`src/pkg/rsq_regs.svh`:
```
/*
  register offsets, field positions, reset values and timing counts of the
  row sequencer; assumes a 32-bit avalon-mm slave with byte addresses.
*/
`ifndef RSQ_REGS_SVH
`define RSQ_REGS_SVH
// register byte offsets
`define RSQ_REG_CTRL 5'h00
`define RSQ_REG_STATUS 5'h04
`define RSQ_REG_ROWPOS 5'h08
`define RSQ_REG_COLPOS 5'h0C
`define RSQ_REG_FRAMES 5'h10
// ctrl fields and reset value
`define RSQ_CTRL_ENABLE 0
`define RSQ_CTRL_EXT_DARK 1
`define RSQ_CTRL_RESET 2'h1
// status fields
`define RSQ_ST_SUB 0
`define RSQ_ST_SHORT_CLK 1
`define RSQ_ST_COL_EOS 2
// scan geometry
`define RSQ_ROW_FIRST 11'h002
`define RSQ_COL_FIRST 11'h003
`define RSQ_COL_DARK_AT 11'h002
`define RSQ_ROW_EOS_FULL 11'h408
`define RSQ_ROW_EOS_SUB 11'h104
`define RSQ_COL_EOS_FULL 11'h509
`define RSQ_COL_EOS_SUB 11'h144
`define RSQ_SUB_SHIFT 2
// least row clock high time
`define RSQ_CLK_MHZ 250
`define RSQ_TC_NS 25
`define RSQ_TC_CYC ((`RSQ_TC_NS * `RSQ_CLK_MHZ + 999) / 1000)
`endif

```
`src/pkg/rsq_pkg.sv`:
```
/*
  types shared by the row sequencer modules; no assumptions.
*/
package rsq_pkg;
    typedef logic [10:0] rsq_idx_t;
    // pointer states, gray along idle-sync-run-done
    typedef enum logic [1:0] {
        PS_IDLE = 2'h0,
        PS_SYNC = 2'h1,
        PS_RUN = 2'h3,
        PS_DONE = 2'h2
    } rsq_ptr_e;
endpackage

```
`src/verilog/rsq_pin_sync.sv`:
```
/*
  three-flop synchroniser for a group of pins; a change counts once the
  second and third stages agree. assumes inputs asynchronous to i_clk.
*/
`timescale 1ns/1ps
`default_nettype none
module rsq_pin_sync #(
    parameter int W = 1,
    parameter logic [W-1:0] RST_VAL = '0
) (
    input wire logic i_clk,
    input wire logic i_rst_n,
    input wire logic [W-1:0] i_pins,
    output logic [W-1:0] o_level
);
    logic [W-1:0] s1_r, s2_r, s3_r;
    // shift chain, first stage only feeds the second
    always_ff @(posedge i_clk or negedge i_rst_n) begin
        if (!i_rst_n) begin
            s1_r <= RST_VAL;
            s2_r <= RST_VAL;
            s3_r <= RST_VAL;
        end else begin
            s1_r <= i_pins;
            s2_r <= s1_r;
            s3_r <= s2_r;
        end
    end
    // accept bits where stages two and three agree
    always_ff @(posedge i_clk or negedge i_rst_n) begin
        if (!i_rst_n) begin
            o_level <= RST_VAL;
        end else begin
            o_level <= (s2_r & s3_r) | (o_level & (s2_r ^ s3_r));
        end
    end
endmodule
`default_nettype wire

```
`src/verilog/rsq_scan_ptr.sv`:
```
/*
  one scan pointer shift register: start pulse, falling-edge stepping,
  full and subsample progression, dark slot and end-of-scan flag.
  assumes i_start and i_fall are synchronised one-cycle-clean levels/pulses.
*/
`timescale 1ns/1ps
`default_nettype none
`include "rsq_regs.svh"
module rsq_scan_ptr #(
    parameter logic [10:0] FIRST = `RSQ_ROW_FIRST,
    parameter logic [10:0] DARK_AT = 11'h000,
    parameter logic [10:0] EOS_FULL = `RSQ_ROW_EOS_FULL,
    parameter logic [10:0] EOS_SUB = `RSQ_ROW_EOS_SUB
) (
    input wire logic i_clk,
    input wire logic i_rst_n,
    input wire logic i_en,
    input wire logic i_start,
    input wire logic i_fall,
    input wire logic i_sub,
    output rsq_pkg::rsq_idx_t o_idx,
    output logic o_dark,
    output logic o_done_n,
    output rsq_pkg::rsq_ptr_e o_state
);
    import rsq_pkg::*;
    rsq_idx_t k_r;
    rsq_idx_t end_of_scan;
    logic sub_r;
    rsq_ptr_e st_r;

    // position of the k-th step, stride one or four
    function automatic rsq_idx_t idx_of(rsq_idx_t k, logic sub);
        rsq_idx_t d;
        d = k - FIRST;
        idx_of = (sub ? (d << `RSQ_SUB_SHIFT) : d) + 11'h001;
    endfunction

    assign end_of_scan = sub_r ? EOS_SUB : EOS_FULL;
    assign o_state = st_r;

    // step counter, mode latched at start
    always_ff @(posedge i_clk or negedge i_rst_n) begin
        if (!i_rst_n) begin
            k_r <= '0;
            sub_r <= 1'b0;
            st_r <= PS_IDLE;
        end else if (i_start) begin
            k_r <= '0;
            sub_r <= i_sub;
            st_r <= PS_SYNC;
        end else if (i_fall && i_en) begin
            unique case (st_r)
                PS_IDLE: begin
                end
                PS_SYNC: begin
                    k_r <= 11'h001;
                    st_r <= PS_RUN;
                end
                PS_RUN: begin
                    k_r <= k_r + 11'h001;
                    if (k_r + 11'h001 == end_of_scan) begin
                        st_r <= PS_DONE;
                    end
                end
                PS_DONE: begin
                    st_r <= PS_IDLE;
                end
            endcase
        end
    end

    // registered pointer outputs
    always_ff @(posedge i_clk or negedge i_rst_n) begin
        if (!i_rst_n) begin
            o_idx <= '0;
            o_dark <= 1'b0;
            o_done_n <= 1'b1;
        end else begin
            o_idx <= (st_r == PS_RUN && k_r >= FIRST) ? idx_of(k_r, sub_r) : '0;
            o_dark <= (DARK_AT != 11'h000) && st_r == PS_RUN && k_r == DARK_AT;
            o_done_n <= (st_r != PS_DONE);
        end
    end
endmodule
`default_nettype wire

```
`src/verilog/rsq_sequencer.sv`:
```
/*
  row sequencer top: synchronises the controller pins, runs the two row
  pointers and the column pointer, models bus dark/reference, column
  sample-hold, pixel and shutter reset targets and amplifier calibration,
  and exposes control/status over an avalon-mm slave with waitrequest.
  assumes one 250 MHz clock and an external controller driving all pins.
*/
// Local design decisions: the register offsets and the Avalon-MM register port.
`timescale 1ns/1ps
`default_nettype none
`include "rsq_regs.svh"
module rsq_sequencer (
    input wire logic I_MCLK,
    input wire logic I_RST_N,
    input wire logic [4:0] I_AVS_ADDRESS,
    input wire logic I_AVS_READ,
    input wire logic I_AVS_WRITE,
    input wire logic [31:0] I_AVS_WRITEDATA,
    input wire logic [3:0] I_AVS_BYTEENABLE,
    output logic [31:0] O_AVS_READDATA,
    output logic O_AVS_WAITREQUEST,
    input wire logic I_READOUT_ROW_CLOCK,
    input wire logic I_RESET_ROW_CLOCK,
    input wire logic I_COLUMN_CLOCK,
    input wire logic I_READOUT_ROW_START_N,
    input wire logic I_RESET_ROW_START_N,
    input wire logic I_COLUMN_START_N,
    input wire logic I_OFFSET_NULL_PULSE,
    input wire logic I_COLUMN_SAMPLE_HOLD,
    input wire logic I_SUBSAMPLE,
    input wire logic I_REG_SELECT,
    input wire logic I_PIXEL_RESET,
    input wire logic I_CAL_SLOW,
    input wire logic I_CAL_FAST,
    input wire logic [3:0] I_AMP_OFFSET_WORD,
    input wire logic [3:0] I_AMP_GAIN_WORD,
    output rsq_pkg::rsq_idx_t O_READ_ROW,
    output rsq_pkg::rsq_idx_t O_SHUTTER_ROW,
    output rsq_pkg::rsq_idx_t O_COLUMN,
    output rsq_pkg::rsq_idx_t O_FROZEN_ROW,
    output logic O_READOUT_ROW_SCAN_DONE_N,
    output logic O_RESET_ROW_SCAN_DONE_N,
    output logic O_COLUMN_SCAN_DONE_N,
    output logic O_BUS_DARK,
    output logic O_BUS_INTERNAL_REF,
    output logic O_AMP_HOLD,
    output logic O_PIXEL_RESET_ACTIVE,
    output rsq_pkg::rsq_idx_t O_PIXEL_RESET_ROW,
    output logic O_CAL_SLOW_STB,
    output logic O_CAL_FAST_ACTIVE,
    output logic O_AMP_DARK_EXTERNAL
);
    import rsq_pkg::*;
    localparam int NP = 13;
    localparam logic [NP-1:0] PIN_IDLE = 13'h0038;
    localparam logic [3:0] TC_CYC = 4'(`RSQ_TC_CYC);

    logic rst_meta_r, rst_n;
    logic [NP-1:0] pin_s, pin_d_r;
    logic rclk_s, lclk_s, xclk_s, rstart_s, lstart_s, xstart_s;
    logic sin_s, shy_s, sub_s, sel_s, prst_s, cals_s, calf_s;
    logic rfall, lfall, xfall;
    logic [1:0] ctrl_r;
    logic short_clk_r, col_eos_r, dark_tail_r;
    logic [3:0] hi_cnt_r [2];
    logic [7:0] amp_words_r;
    logic [15:0] frames_r;
    logic req, ack_r, wr_hit;
    rsq_idx_t row_r, row_l, col_x;
    logic done_r_n, done_l_n, done_x_n, col_dark;
    rsq_ptr_e st_r, st_l, st_x;

    // reset release through two flops
    always_ff @(posedge I_MCLK or negedge I_RST_N) begin
        if (!I_RST_N) begin
            rst_meta_r <= 1'b0;
            rst_n <= 1'b0;
        end else begin
            rst_meta_r <= 1'b1;
            rst_n <= rst_meta_r;
        end
    end

    // controller pins into the clock domain
    rsq_pin_sync #(.W(NP), .RST_VAL(PIN_IDLE)) u_sync (
        .i_clk(I_MCLK),
        .i_rst_n(rst_n),
        .i_pins({I_CAL_FAST, I_CAL_SLOW, I_PIXEL_RESET, I_REG_SELECT, I_SUBSAMPLE,
                 I_COLUMN_SAMPLE_HOLD, I_OFFSET_NULL_PULSE, I_COLUMN_START_N,
                 I_RESET_ROW_START_N, I_READOUT_ROW_START_N, I_COLUMN_CLOCK,
                 I_RESET_ROW_CLOCK, I_READOUT_ROW_CLOCK}),
        .o_level(pin_s)
    );
    assign {calf_s, cals_s, prst_s, sel_s, sub_s, shy_s, sin_s} = pin_s[12:6];
    assign {xclk_s, lclk_s, rclk_s} = pin_s[2:0];
    // starts are only honoured while their clock is high
    assign rstart_s = !pin_s[3] && rclk_s;
    assign lstart_s = !pin_s[4] && lclk_s;
    assign xstart_s = !pin_s[5] && xclk_s;

    // previous levels for edge detection
    always_ff @(posedge I_MCLK or negedge rst_n) begin
        if (!rst_n) begin
            pin_d_r <= PIN_IDLE;
        end else begin
            pin_d_r <= pin_s;
        end
    end
    assign rfall = pin_d_r[0] && !rclk_s;
    assign lfall = pin_d_r[1] && !lclk_s;
    assign xfall = pin_d_r[2] && !xclk_s;

    // readout row register
    rsq_scan_ptr #(.FIRST(`RSQ_ROW_FIRST), .DARK_AT(11'h000),
                   .EOS_FULL(`RSQ_ROW_EOS_FULL), .EOS_SUB(`RSQ_ROW_EOS_SUB)) u_row_r (
        .i_clk(I_MCLK),
        .i_rst_n(rst_n),
        .i_en(ctrl_r[`RSQ_CTRL_ENABLE]),
        .i_start(rstart_s),
        .i_fall(rfall),
        .i_sub(sub_s),
        .o_idx(row_r),
        .o_dark(),
        .o_done_n(done_r_n),
        .o_state(st_r)
    );
    // shutter reset row register
    rsq_scan_ptr #(.FIRST(`RSQ_ROW_FIRST), .DARK_AT(11'h000),
                   .EOS_FULL(`RSQ_ROW_EOS_FULL), .EOS_SUB(`RSQ_ROW_EOS_SUB)) u_row_l (
        .i_clk(I_MCLK),
        .i_rst_n(rst_n),
        .i_en(ctrl_r[`RSQ_CTRL_ENABLE]),
        .i_start(lstart_s),
        .i_fall(lfall),
        .i_sub(sub_s),
        .o_idx(row_l),
        .o_dark(),
        .o_done_n(done_l_n),
        .o_state(st_l)
    );
    // column register: dark at second fall, first real position at third
    rsq_scan_ptr #(.FIRST(`RSQ_COL_FIRST), .DARK_AT(`RSQ_COL_DARK_AT),
                   .EOS_FULL(`RSQ_COL_EOS_FULL), .EOS_SUB(`RSQ_COL_EOS_SUB)) u_col (
        .i_clk(I_MCLK),
        .i_rst_n(rst_n),
        .i_en(ctrl_r[`RSQ_CTRL_ENABLE]),
        .i_start(xstart_s),
        .i_fall(xfall),
        .i_sub(sub_s),
        .o_idx(col_x),
        .o_dark(col_dark),
        .o_done_n(done_x_n),
        .o_state(st_x)
    );
    assign O_READ_ROW = row_r;
    assign O_SHUTTER_ROW = row_l;
    assign O_COLUMN = col_x;
    assign O_READOUT_ROW_SCAN_DONE_N = done_r_n;
    assign O_RESET_ROW_SCAN_DONE_N = done_l_n;
    assign O_COLUMN_SCAN_DONE_N = done_x_n;

    // dark after column end, held until null or a column restart; a restart never sets it
    always_ff @(posedge I_MCLK or negedge rst_n) begin
        if (!rst_n) begin
            dark_tail_r <= 1'b0;
        end else if (sin_s || xstart_s) begin
            dark_tail_r <= 1'b0;
        end else if (st_x == PS_DONE) begin
            dark_tail_r <= 1'b1;
        end
    end

    // readout bus source and amplifier state
    always_ff @(posedge I_MCLK or negedge rst_n) begin
        if (!rst_n) begin
            O_BUS_DARK <= 1'b0;
            O_BUS_INTERNAL_REF <= 1'b0;
            O_AMP_HOLD <= 1'b0;
            O_CAL_SLOW_STB <= 1'b0;
            O_CAL_FAST_ACTIVE <= 1'b0;
            O_AMP_DARK_EXTERNAL <= 1'b0;
        end else begin
            O_BUS_DARK <= !sin_s && (col_dark || dark_tail_r);
            O_BUS_INTERNAL_REF <= sin_s;
            O_AMP_HOLD <= shy_s;
            O_CAL_SLOW_STB <= cals_s && !pin_d_r[11];
            O_CAL_FAST_ACTIVE <= calf_s;
            O_AMP_DARK_EXTERNAL <= ctrl_r[`RSQ_CTRL_EXT_DARK];
        end
    end

    // column amplifiers freeze the row on sample-hold rise
    always_ff @(posedge I_MCLK or negedge rst_n) begin
        if (!rst_n) begin
            O_FROZEN_ROW <= '0;
        end else if (shy_s && !pin_d_r[7]) begin
            O_FROZEN_ROW <= row_r;
        end
    end

    // pixel reset target: select high picks the shutter row
    always_ff @(posedge I_MCLK or negedge rst_n) begin
        if (!rst_n) begin
            O_PIXEL_RESET_ACTIVE <= 1'b0;
            O_PIXEL_RESET_ROW <= '0;
        end else begin
            O_PIXEL_RESET_ACTIVE <= prst_s;
            O_PIXEL_RESET_ROW <= sel_s ? row_l : row_r;
        end
    end

    // row clock high-time check, flags a too short high phase
    always_ff @(posedge I_MCLK or negedge rst_n) begin
        if (!rst_n) begin
            hi_cnt_r[0] <= '0;
            hi_cnt_r[1] <= '0;
        end else begin
            hi_cnt_r[0] <= !rclk_s ? 4'h0 : (hi_cnt_r[0] == 4'hF ? 4'hF : hi_cnt_r[0] + 4'h1);
            hi_cnt_r[1] <= !lclk_s ? 4'h0 : (hi_cnt_r[1] == 4'hF ? 4'hF : hi_cnt_r[1] + 4'h1);
        end
    end

    // sticky status; a new event wins over a clearing write
    always_ff @(posedge I_MCLK or negedge rst_n) begin
        if (!rst_n) begin
            short_clk_r <= 1'b0;
            col_eos_r <= 1'b0;
        end else begin
            if ((rfall && hi_cnt_r[0] < TC_CYC) || (lfall && hi_cnt_r[1] < TC_CYC)) begin
                short_clk_r <= 1'b1;
            end else if (wr_hit && I_AVS_ADDRESS == `RSQ_REG_STATUS && I_AVS_WRITEDATA[`RSQ_ST_SHORT_CLK]) begin
                short_clk_r <= 1'b0;
            end
            if (st_x == PS_DONE) begin
                col_eos_r <= 1'b1;
            end else if (wr_hit && I_AVS_ADDRESS == `RSQ_REG_STATUS && I_AVS_WRITEDATA[`RSQ_ST_COL_EOS]) begin
                col_eos_r <= 1'b0;
            end
        end
    end

    // frame count and amplifier words latched at readout start
    always_ff @(posedge I_MCLK or negedge rst_n) begin
        if (!rst_n) begin
            frames_r <= '0;
            amp_words_r <= '0;
        end else if (rstart_s && !(pin_d_r[0] && !pin_d_r[3])) begin
            frames_r <= frames_r + 16'h0001;
            amp_words_r <= {I_AMP_GAIN_WORD, I_AMP_OFFSET_WORD};
        end
    end

    // avalon slave: one wait cycle, answer on the second edge
    assign req = (I_AVS_READ || I_AVS_WRITE);
    assign O_AVS_WAITREQUEST = req && !ack_r;
    assign wr_hit = I_AVS_WRITE && ack_r && I_AVS_BYTEENABLE[0];
    always_ff @(posedge I_MCLK or negedge rst_n) begin
        if (!rst_n) begin
            ack_r <= 1'b0;
            O_AVS_READDATA <= '0;
        end else begin
            ack_r <= req && !ack_r;
            if (I_AVS_READ && !ack_r) begin
                unique case (I_AVS_ADDRESS)
                    `RSQ_REG_CTRL: O_AVS_READDATA <= {30'h0, ctrl_r};
                    `RSQ_REG_STATUS: O_AVS_READDATA <= {16'h0, amp_words_r, 2'h0, done_x_n, done_l_n,
                                                        done_r_n, col_eos_r, short_clk_r, sub_s};
                    `RSQ_REG_ROWPOS: O_AVS_READDATA <= {5'h0, row_l, 5'h0, row_r};
                    `RSQ_REG_COLPOS: O_AVS_READDATA <= {5'h0, O_FROZEN_ROW, 5'h0, col_x};
                    `RSQ_REG_FRAMES: O_AVS_READDATA <= {16'h0, frames_r};
                    default: O_AVS_READDATA <= '0;
                endcase
            end
        end
    end

    // control register write
    always_ff @(posedge I_MCLK or negedge rst_n) begin
        if (!rst_n) begin
            ctrl_r <= `RSQ_CTRL_RESET;
        end else if (wr_hit && I_AVS_ADDRESS == `RSQ_REG_CTRL) begin
            ctrl_r <= I_AVS_WRITEDATA[1:0];
        end
    end
endmodule
`default_nettype wire

```
`config.mk`:
```
export PLATFORM = sky130hd
export DESIGN_NAME = rsq_sequencer
export DESIGN_NICKNAME = d
export VERILOG_FILES = /design/src/pkg/rsq_pkg.sv /design/src/verilog/rsq_pin_sync.sv /design/src/verilog/rsq_scan_ptr.sv /design/src/verilog/rsq_sequencer.sv
export VERILOG_INCLUDE_DIRS = /design/src /design/src/pkg
export SDC_FILE = /design/constraint.sdc
export NUM_CORES = 1
export LEC_CHECK = 0
export BUFFER_PORTS_ARGS = -buffer_cell sky130_fd_sc_hd__buf_2
export CAP_MARGIN = 20
export CORE_UTILIZATION = 45
export CTS_CLUSTER_DIAMETER = 150
export DETAILED_ROUTE_END_ITERATION = 8
export PLACE_DENSITY_LB_ADDON = 0.2
export SLEW_MARGIN = 20
export SYNTH_ARGS = -nofsm -noshare
export SYNTH_HDL_FRONTEND = slang
export SYNTH_SLANG_ARGS = --single-unit
export TNS_END_PERCENT = 10
```
`constraint.sdc`:
```
create_clock -name I_MCLK -period 6.95 [get_ports I_MCLK]
set_clock_uncertainty 0.05 [all_clocks]
set_input_delay 1.0425 -clock I_MCLK [delete_from_list [all_inputs] [get_ports I_MCLK]]
set_output_delay 1.0425 -clock I_MCLK [all_outputs]
set_load 0.01 [all_outputs]
```
---- Word-level counts from Yosys, hierarchy flattened ----
Index checks and enable logic that the tools add are counted.
storage, ports and cells
  bits in registers ....................... 244
  input bits .............................. 66
  output and inout bits ................... 98
  word-level logic and storage cells ...... 193
operators by class
  add/sub/neg operators ................... 12
  order comparisons ....................... 5
  equal/unequal tests ..................... 25
  muxes and demuxes ....................... 42
  bitwise logic cells ..................... 4
  reduce and logical (&&, ||, !) cells .... 63
operators with widths
  cell                   count
  $mux 11                16
  $pmux 27 s5            1
  $add 11x1->11 const B  6
  $pmux 11 s2            3
  $eq 11x11->1           3
  $ge 11x2->1 const B    3
  $sub 11x2->11 const B  3
  $logic_and 1x1->1      28
  $and 13x13->13         2
  $mux 2                 9
  $pmux 2 s3             3
  $add 16x1->16 const B  1
  $mux 4                 4
  $or 13x13->13          1
  $xor 13x13->13         1
  $eq 2x2->1 const B     6
  $logic_not 1->1        12
  $reduce_bool 2->1      6
  $reduce_bool 4->1      3
  $eq 11x2->1 const B    1
  $eq 5x4->1 const B     2
  $ne 3x2->1 const B     3
  $reduce_and 3->1       3
  $reduce_bool 3->1      3
  11 further kinds       28

---- Longest topological paths before layout ----
  depth after elaboration ................. 6
  gate-level depth with buffers ........... 9
  gate-level depth less buffers ........... 8

---- Cells and area by module ----
From an unflattened synthesis, not the netlist that was laid out.
second synthesis, totals
  cell total of the unflattened synthesis .. 1,165
  area, all modules ....................... 11,848.9 sq um
by module, submodules not included
  module                  times used  cells each  area each (sq um)  sequential area each (sq um)
  rsq_sequencer           1           368         4,331.7            2,529.9
  rsq_scan_ptr (u_col)    1           250         2,054.5            676.9
  rsq_scan_ptr (u_row_l)  1           248         2,047.0            651.9
  rsq_scan_ptr (u_row_r)  1           221         1,839.3            651.9
  rsq_pin_sync            1           78          1,576.5            1,316.3

---- Worst setup path before layout ----
Ideal clock, no wire load.
  kind .................................... reg-to-reg
  start ................................... register u_row_r.k_r[1]
  end ..................................... register u_row_r.st_r[1] (netlist: u_row_r.o_state[1])
  library setup time ...................... 125 ps
  arrival ................................. 2,330 ps
  required time ........................... 6,775 ps
  slack ................................... 4,445 ps
  stages on the path, launching flop included .. 9
  path buffers ............................ 1
  period minus slack after synthesis ...... 2,505 ps
  path through ............................ dfrtp_1 ha_1 buf_2 nand4_1 or4_1 a211o_1 a222oi_1 o21ai_1 mux2_4
on the way
  cells in the longest elaborated chain, start to end .. 4
RTL lines
  element                            line                text
  start: declaration                 rsq_scan_ptr.sv:27  rsq_idx_t k_r;
  start signal: assignment           rsq_scan_ptr.sv:61  k_r <= k_r + 11'h001;
  $add 11x1->11                      rsq_scan_ptr.sv:62  if (k_r + 11'h001 == end_of_scan) begin
  $eq 11x11->1                       rsq_scan_ptr.sv:62
  $ne 3x2->1 (no source line)        --
  $reduce_and 3->1 (no source line)  --
  end signal: assignment             rsq_scan_ptr.sv:58  st_r <= PS_RUN;
  end signal: assignment             rsq_scan_ptr.sv:63  st_r <= PS_DONE;
  end signal: assignment             rsq_scan_ptr.sv:67  st_r <= PS_IDLE;
  end: declaration                   rsq_scan_ptr.sv:30  rsq_ptr_e st_r;
Every way passes these cells.
A chain may end at the register's enable or synchronous reset.

---- Worst setup path in the final report ----
  start ................................... register u_row_l.sub_r
  end ..................................... register u_row_l.st_r[0] (netlist: u_row_l.o_state[0])
on the way
  cells in the longest elaborated chain, start to end .. 4
RTL lines
  element                            line                text
  start: declaration                 rsq_scan_ptr.sv:29  logic sub_r;
  start signal: assignment           rsq_scan_ptr.sv:50  sub_r <= i_sub;
  $mux 11                            rsq_scan_ptr.sv:39  assign end_of_scan = sub_r ? EOS_SUB : EOS_FULL;
  $eq 11x11->1                       rsq_scan_ptr.sv:62
  $ne 3x2->1 (no source line)        --
  $reduce_and 3->1 (no source line)  --
  end signal: assignment             rsq_scan_ptr.sv:47  st_r <= PS_IDLE;
  end signal: assignment             rsq_scan_ptr.sv:63
  end signal: assignment             rsq_scan_ptr.sv:67
  end: declaration                   rsq_scan_ptr.sv:30
Every way passes these cells.

==> results.ini <==
[synth]
ys_seq_area_share_pct=50.1
ys_ff_latch=232
syn_avg_cell_area_um2=10.0
ys_warn_count=0
yosysUniqueCellTypes=80
synth_flop_cell=dfrtp_1
syn_inst=1157
syn_area_um2=11600
async_flop_share_pct=100
synth_edf_count=0

[clock_tree]
ctsResizeCount=0
clockBufferDepth=3
hold_buffers=0
root_buffer=clkbuf_16
cts_buffers=27
path_clk_slew_ps=60
cts_sinks=232
post_cts_buffers=0
htree_levels=1
cts_tree=yes
clk_latency_ps=530

[timing]
final_hold_viol_count=0
finalCritPeriodShare_pct=42.4
slew_violations=0
rsz0062_at_grt=false
finalSetupViolCount=0
setup_tns_ps=0
relSlewSlack_pct=25.7
fmax_mhz=339
worstMarginPinSlew_ps=1110
hold_ws_ps=242
fin_crit_ps=2950

[floorplanning]
die_y_um=163
core_area_um2=25300
pin_count=164
rows=58
die_w_um=163
initial_core_util_pct=46.0
dieArea_um2=26500

[power_and_ir_drop]
leakage_nw=6.36
ir_drop_uv=230
power_density_nw_per_um2=256

[routing]
firstDrtPassIters=5
drc_errors=0
drt-initial-drc-count=855
wirelength_mm=28.6
vias_per_cell=5.67
wl_per_cell_um=18.0
ant_nets=0
routed-via-count=9009

[cells_and_area]
layout_common_cells=dfrtp_1 (214), buf_2 (126), nor2_1 (98), nand2_1 (85), o21ai_0 (84)
design_area_um2=13300
layout-drive-gt1-share_pct=19.3
layout_commonest_cell=dfrtp_1
nets=1344
n_antenna_cell=0
syn_to_final_growth_pct=14.7

[critical_path]
reg2regPathDepth=6
r2r_end=u_row_l.o_state[0]
worstReg2RegStart=u_row_l.sub_r
cp.arrival_ps=3310
cpPeakStageDelay_ps=960
crit_fanout=32
crit_start=u_row_l.sub_r
crit_chain=inv_1 > a311o_1 > o311a_1 > nor4_1 > a21oi_1 > a221o_1
ff2ff_setup_slack_ps=4000
cp-endpoint=u_row_l.o_state[0]
path_class=flip-flop to flip-flop
startpoint_type=flip-flop
worst_ep_required_time_ps=7310
cpMaxStageDelayCell=dfrtp_1
crit_path_end_kind=flip-flop

[placed_design]
place_area_um2=12400
port_buffers=126
gp_congestion=0.861
hpwlAfterDp_mm=20.3

[global_route]
grt_max_degree=78
grt_remaining_overflow=0
grt_pass1_wl_mm=46.7
first_global_vias=8556
grt_antenna_before_repair=0
grt.total_usage_pct=22.1

[job]
max_cap_violations=0

[worst_hold_path]
hp-class=input port to asynchronous set/reset pin

[outcome]
status=complete, no violations

-- how the worst min path moves through the flow --
| stage | start | endpoint | slack [ps] |
|---|---|---|---|
| after CTS | I_RST_N | rst_n | 220 |
| after global routing | I_RST_N | rst_n | 220 |
| after detailed placement | u_sync.s1_r[0] | u_sync.s2_r[0] | 290 |
| after floorplan | rst_meta_r | rst_n | 280 |
| after global placement | u_sync.s1_r[10] | u_sync.s2_r[10] | 280 |
| final | I_RST_N | rst_n | 240 |
-- report_power, final --
part | switching [mW] | leakage [nW] | internal [mW]
Combinational | 0.205 | 2.90 | 0.155
Clock | 0.549 | 0.455 | 0.928
Sequential | 0.128 | 3.01 | 1.45
-- critical path: cells and delay by family (launching register included) --
family          cells  cell delay (ps)
buf+inv             1              360
flops               1              960
simple gates        1              370
compound gates      4             1080
-- flip-flops by register name, indices dropped and copies added, names as in the netlist, 2 cells and up --
| register | cells |
|---|---|
| u_row_l.o_idx | 11 |
| u_sync.s1_r | 13 |
| u_sync.s2_r | 13 |
| u_sync.s3_r | 13 |
| O_PIXEL_RESET_ROW | 11 |
| u_row_r.k_r | 11 |
| u_col.o_state | 2 |
| hi_cnt_r | 8 |
| frames_r | 16 |
| u_row_l.o_state | 2 |
| u_col.o_idx | 11 |
| amp_words_r | 8 |
| u_row_l.k_r | 11 |
| ctrl_r | 2 |
| u_sync.o_level | 13 |
| O_AVS_READDATA | 27 |
| u_col.k_r | 11 |
| u_row_r.o_idx | 11 |
| u_row_r.o_state | 2 |
| pin_d_r | 8 |
| O_FROZEN_ROW | 11 |
-- metrics by stage --
| step | std cells | setup WS (ps) | util [%] | total power, mW |
|---|---|---|---|---|
| final | 1589 | 4000 | 52.8 | 3.41 |
| after global routing | 1589 | 3700 | 52.8 | 3.57 |
| after CTS | 1589 | 4020 | 52.8 | 3.45 |
| after detailed placement | 1541 | 3830 | 49.1 | 1.96 |
| after global placement | 1540 | 3840 | 49.0 | 1.94 |
| after floorplan | 1161 | 3100 | - | 1.83 |
-- cell usage after synthesis (6+ instances only) --
| master | n | area share (%) |
|---|---|---|
| inv_1 | 38 | 1.2 |
| nand3_1 | 41 | 1.8 |
| mux2_2 | 37 | 3.6 |
| a222oi_1 | 12 | 1.0 |
| buf_2 | 12 | 0.52 |
| o31ai_1 | 17 | 1.1 |
| nor2_1 | 98 | 3.2 |
| dfstp_2 | 17 | 3.8 |
| nor3b_1 | 10 | 0.65 |
| a21boi_0 | 8 | 0.52 |
| and2_1 | 6 | 0.32 |
| clkbuf_1 | 58 | 1.9 |
| nand3b_1 | 7 | 0.45 |
| nand2b_1 | 11 | 0.59 |
| a21o_1 | 24 | 1.6 |
| xor2_1 | 18 | 1.4 |
| nand4_1 | 12 | 0.65 |
| nor4_1 | 11 | 0.59 |
| o21ai_0 | 84 | 3.6 |
| and4_1 | 7 | 0.53 |
| a22oi_1 | 19 | 1.2 |
| a21oi_1 | 48 | 2.1 |
| nor2b_1 | 12 | 0.65 |
| nor3_1 | 24 | 1.0 |
| or3_1 | 11 | 0.59 |
| and3_1 | 22 | 1.2 |
| nand2_1 | 85 | 2.7 |
| a211oi_1 | 6 | 0.39 |
| o211ai_1 | 8 | 0.52 |
| ha_1 | 38 | 4.1 |
| dfrtp_1 | 215 | 46 |
| xnor2_1 | 37 | 2.8 |
-- logic make-up (layout without fill, tap and decap cells) --
| group | after synthesis | count (layout) | share of synthesized area [%] |
|---|---|---|---|
| AND/OR/NAND/NOR | 379 | 379 | 16.6 |
| adder cells (fa/ha/maj) | 38 | 38 | 4.09 |
| AO/OA/AOI/OAI | 288 | 288 | 16.6 |
| other | 2 | 6 | 0.0646 |
| XOR/XNOR | 55 | 55 | 4.14 |
| multiplexers | 43 | 43 | 4.14 |
| buffers and inverters | 120 | 218 | 4.24 |
| flip-flops | 232 | 232 | 50.1 |
-- cell type report --
| type | instances | area, um^2 |
|---|---|---|
| clock buffers | 35 | 736 |
| clock inverters | 13 | 199 |
| fillers | 2298 | 11900 |
| inverters | 38 | 143 |
| multi-input cells | 809 | 5330 |
| flip-flops and latches | 232 | 5830 |
| well taps | 330 | 413 |
| repair buffers | 132 | 683 |
-- metal layers --
layer  GRT usage [%]  share of wire [%]  wire [um]  vias up
li1                -                  -          -     4332
met1            32.0                 47      13500     4435
met2            34.6                 46      13000      210
met3            3.72                5.3       1520       32
met4            5.18                1.6        461        0
met5               0                  0          0        -
No activity file was read; power rests on OpenSTA's default activity.
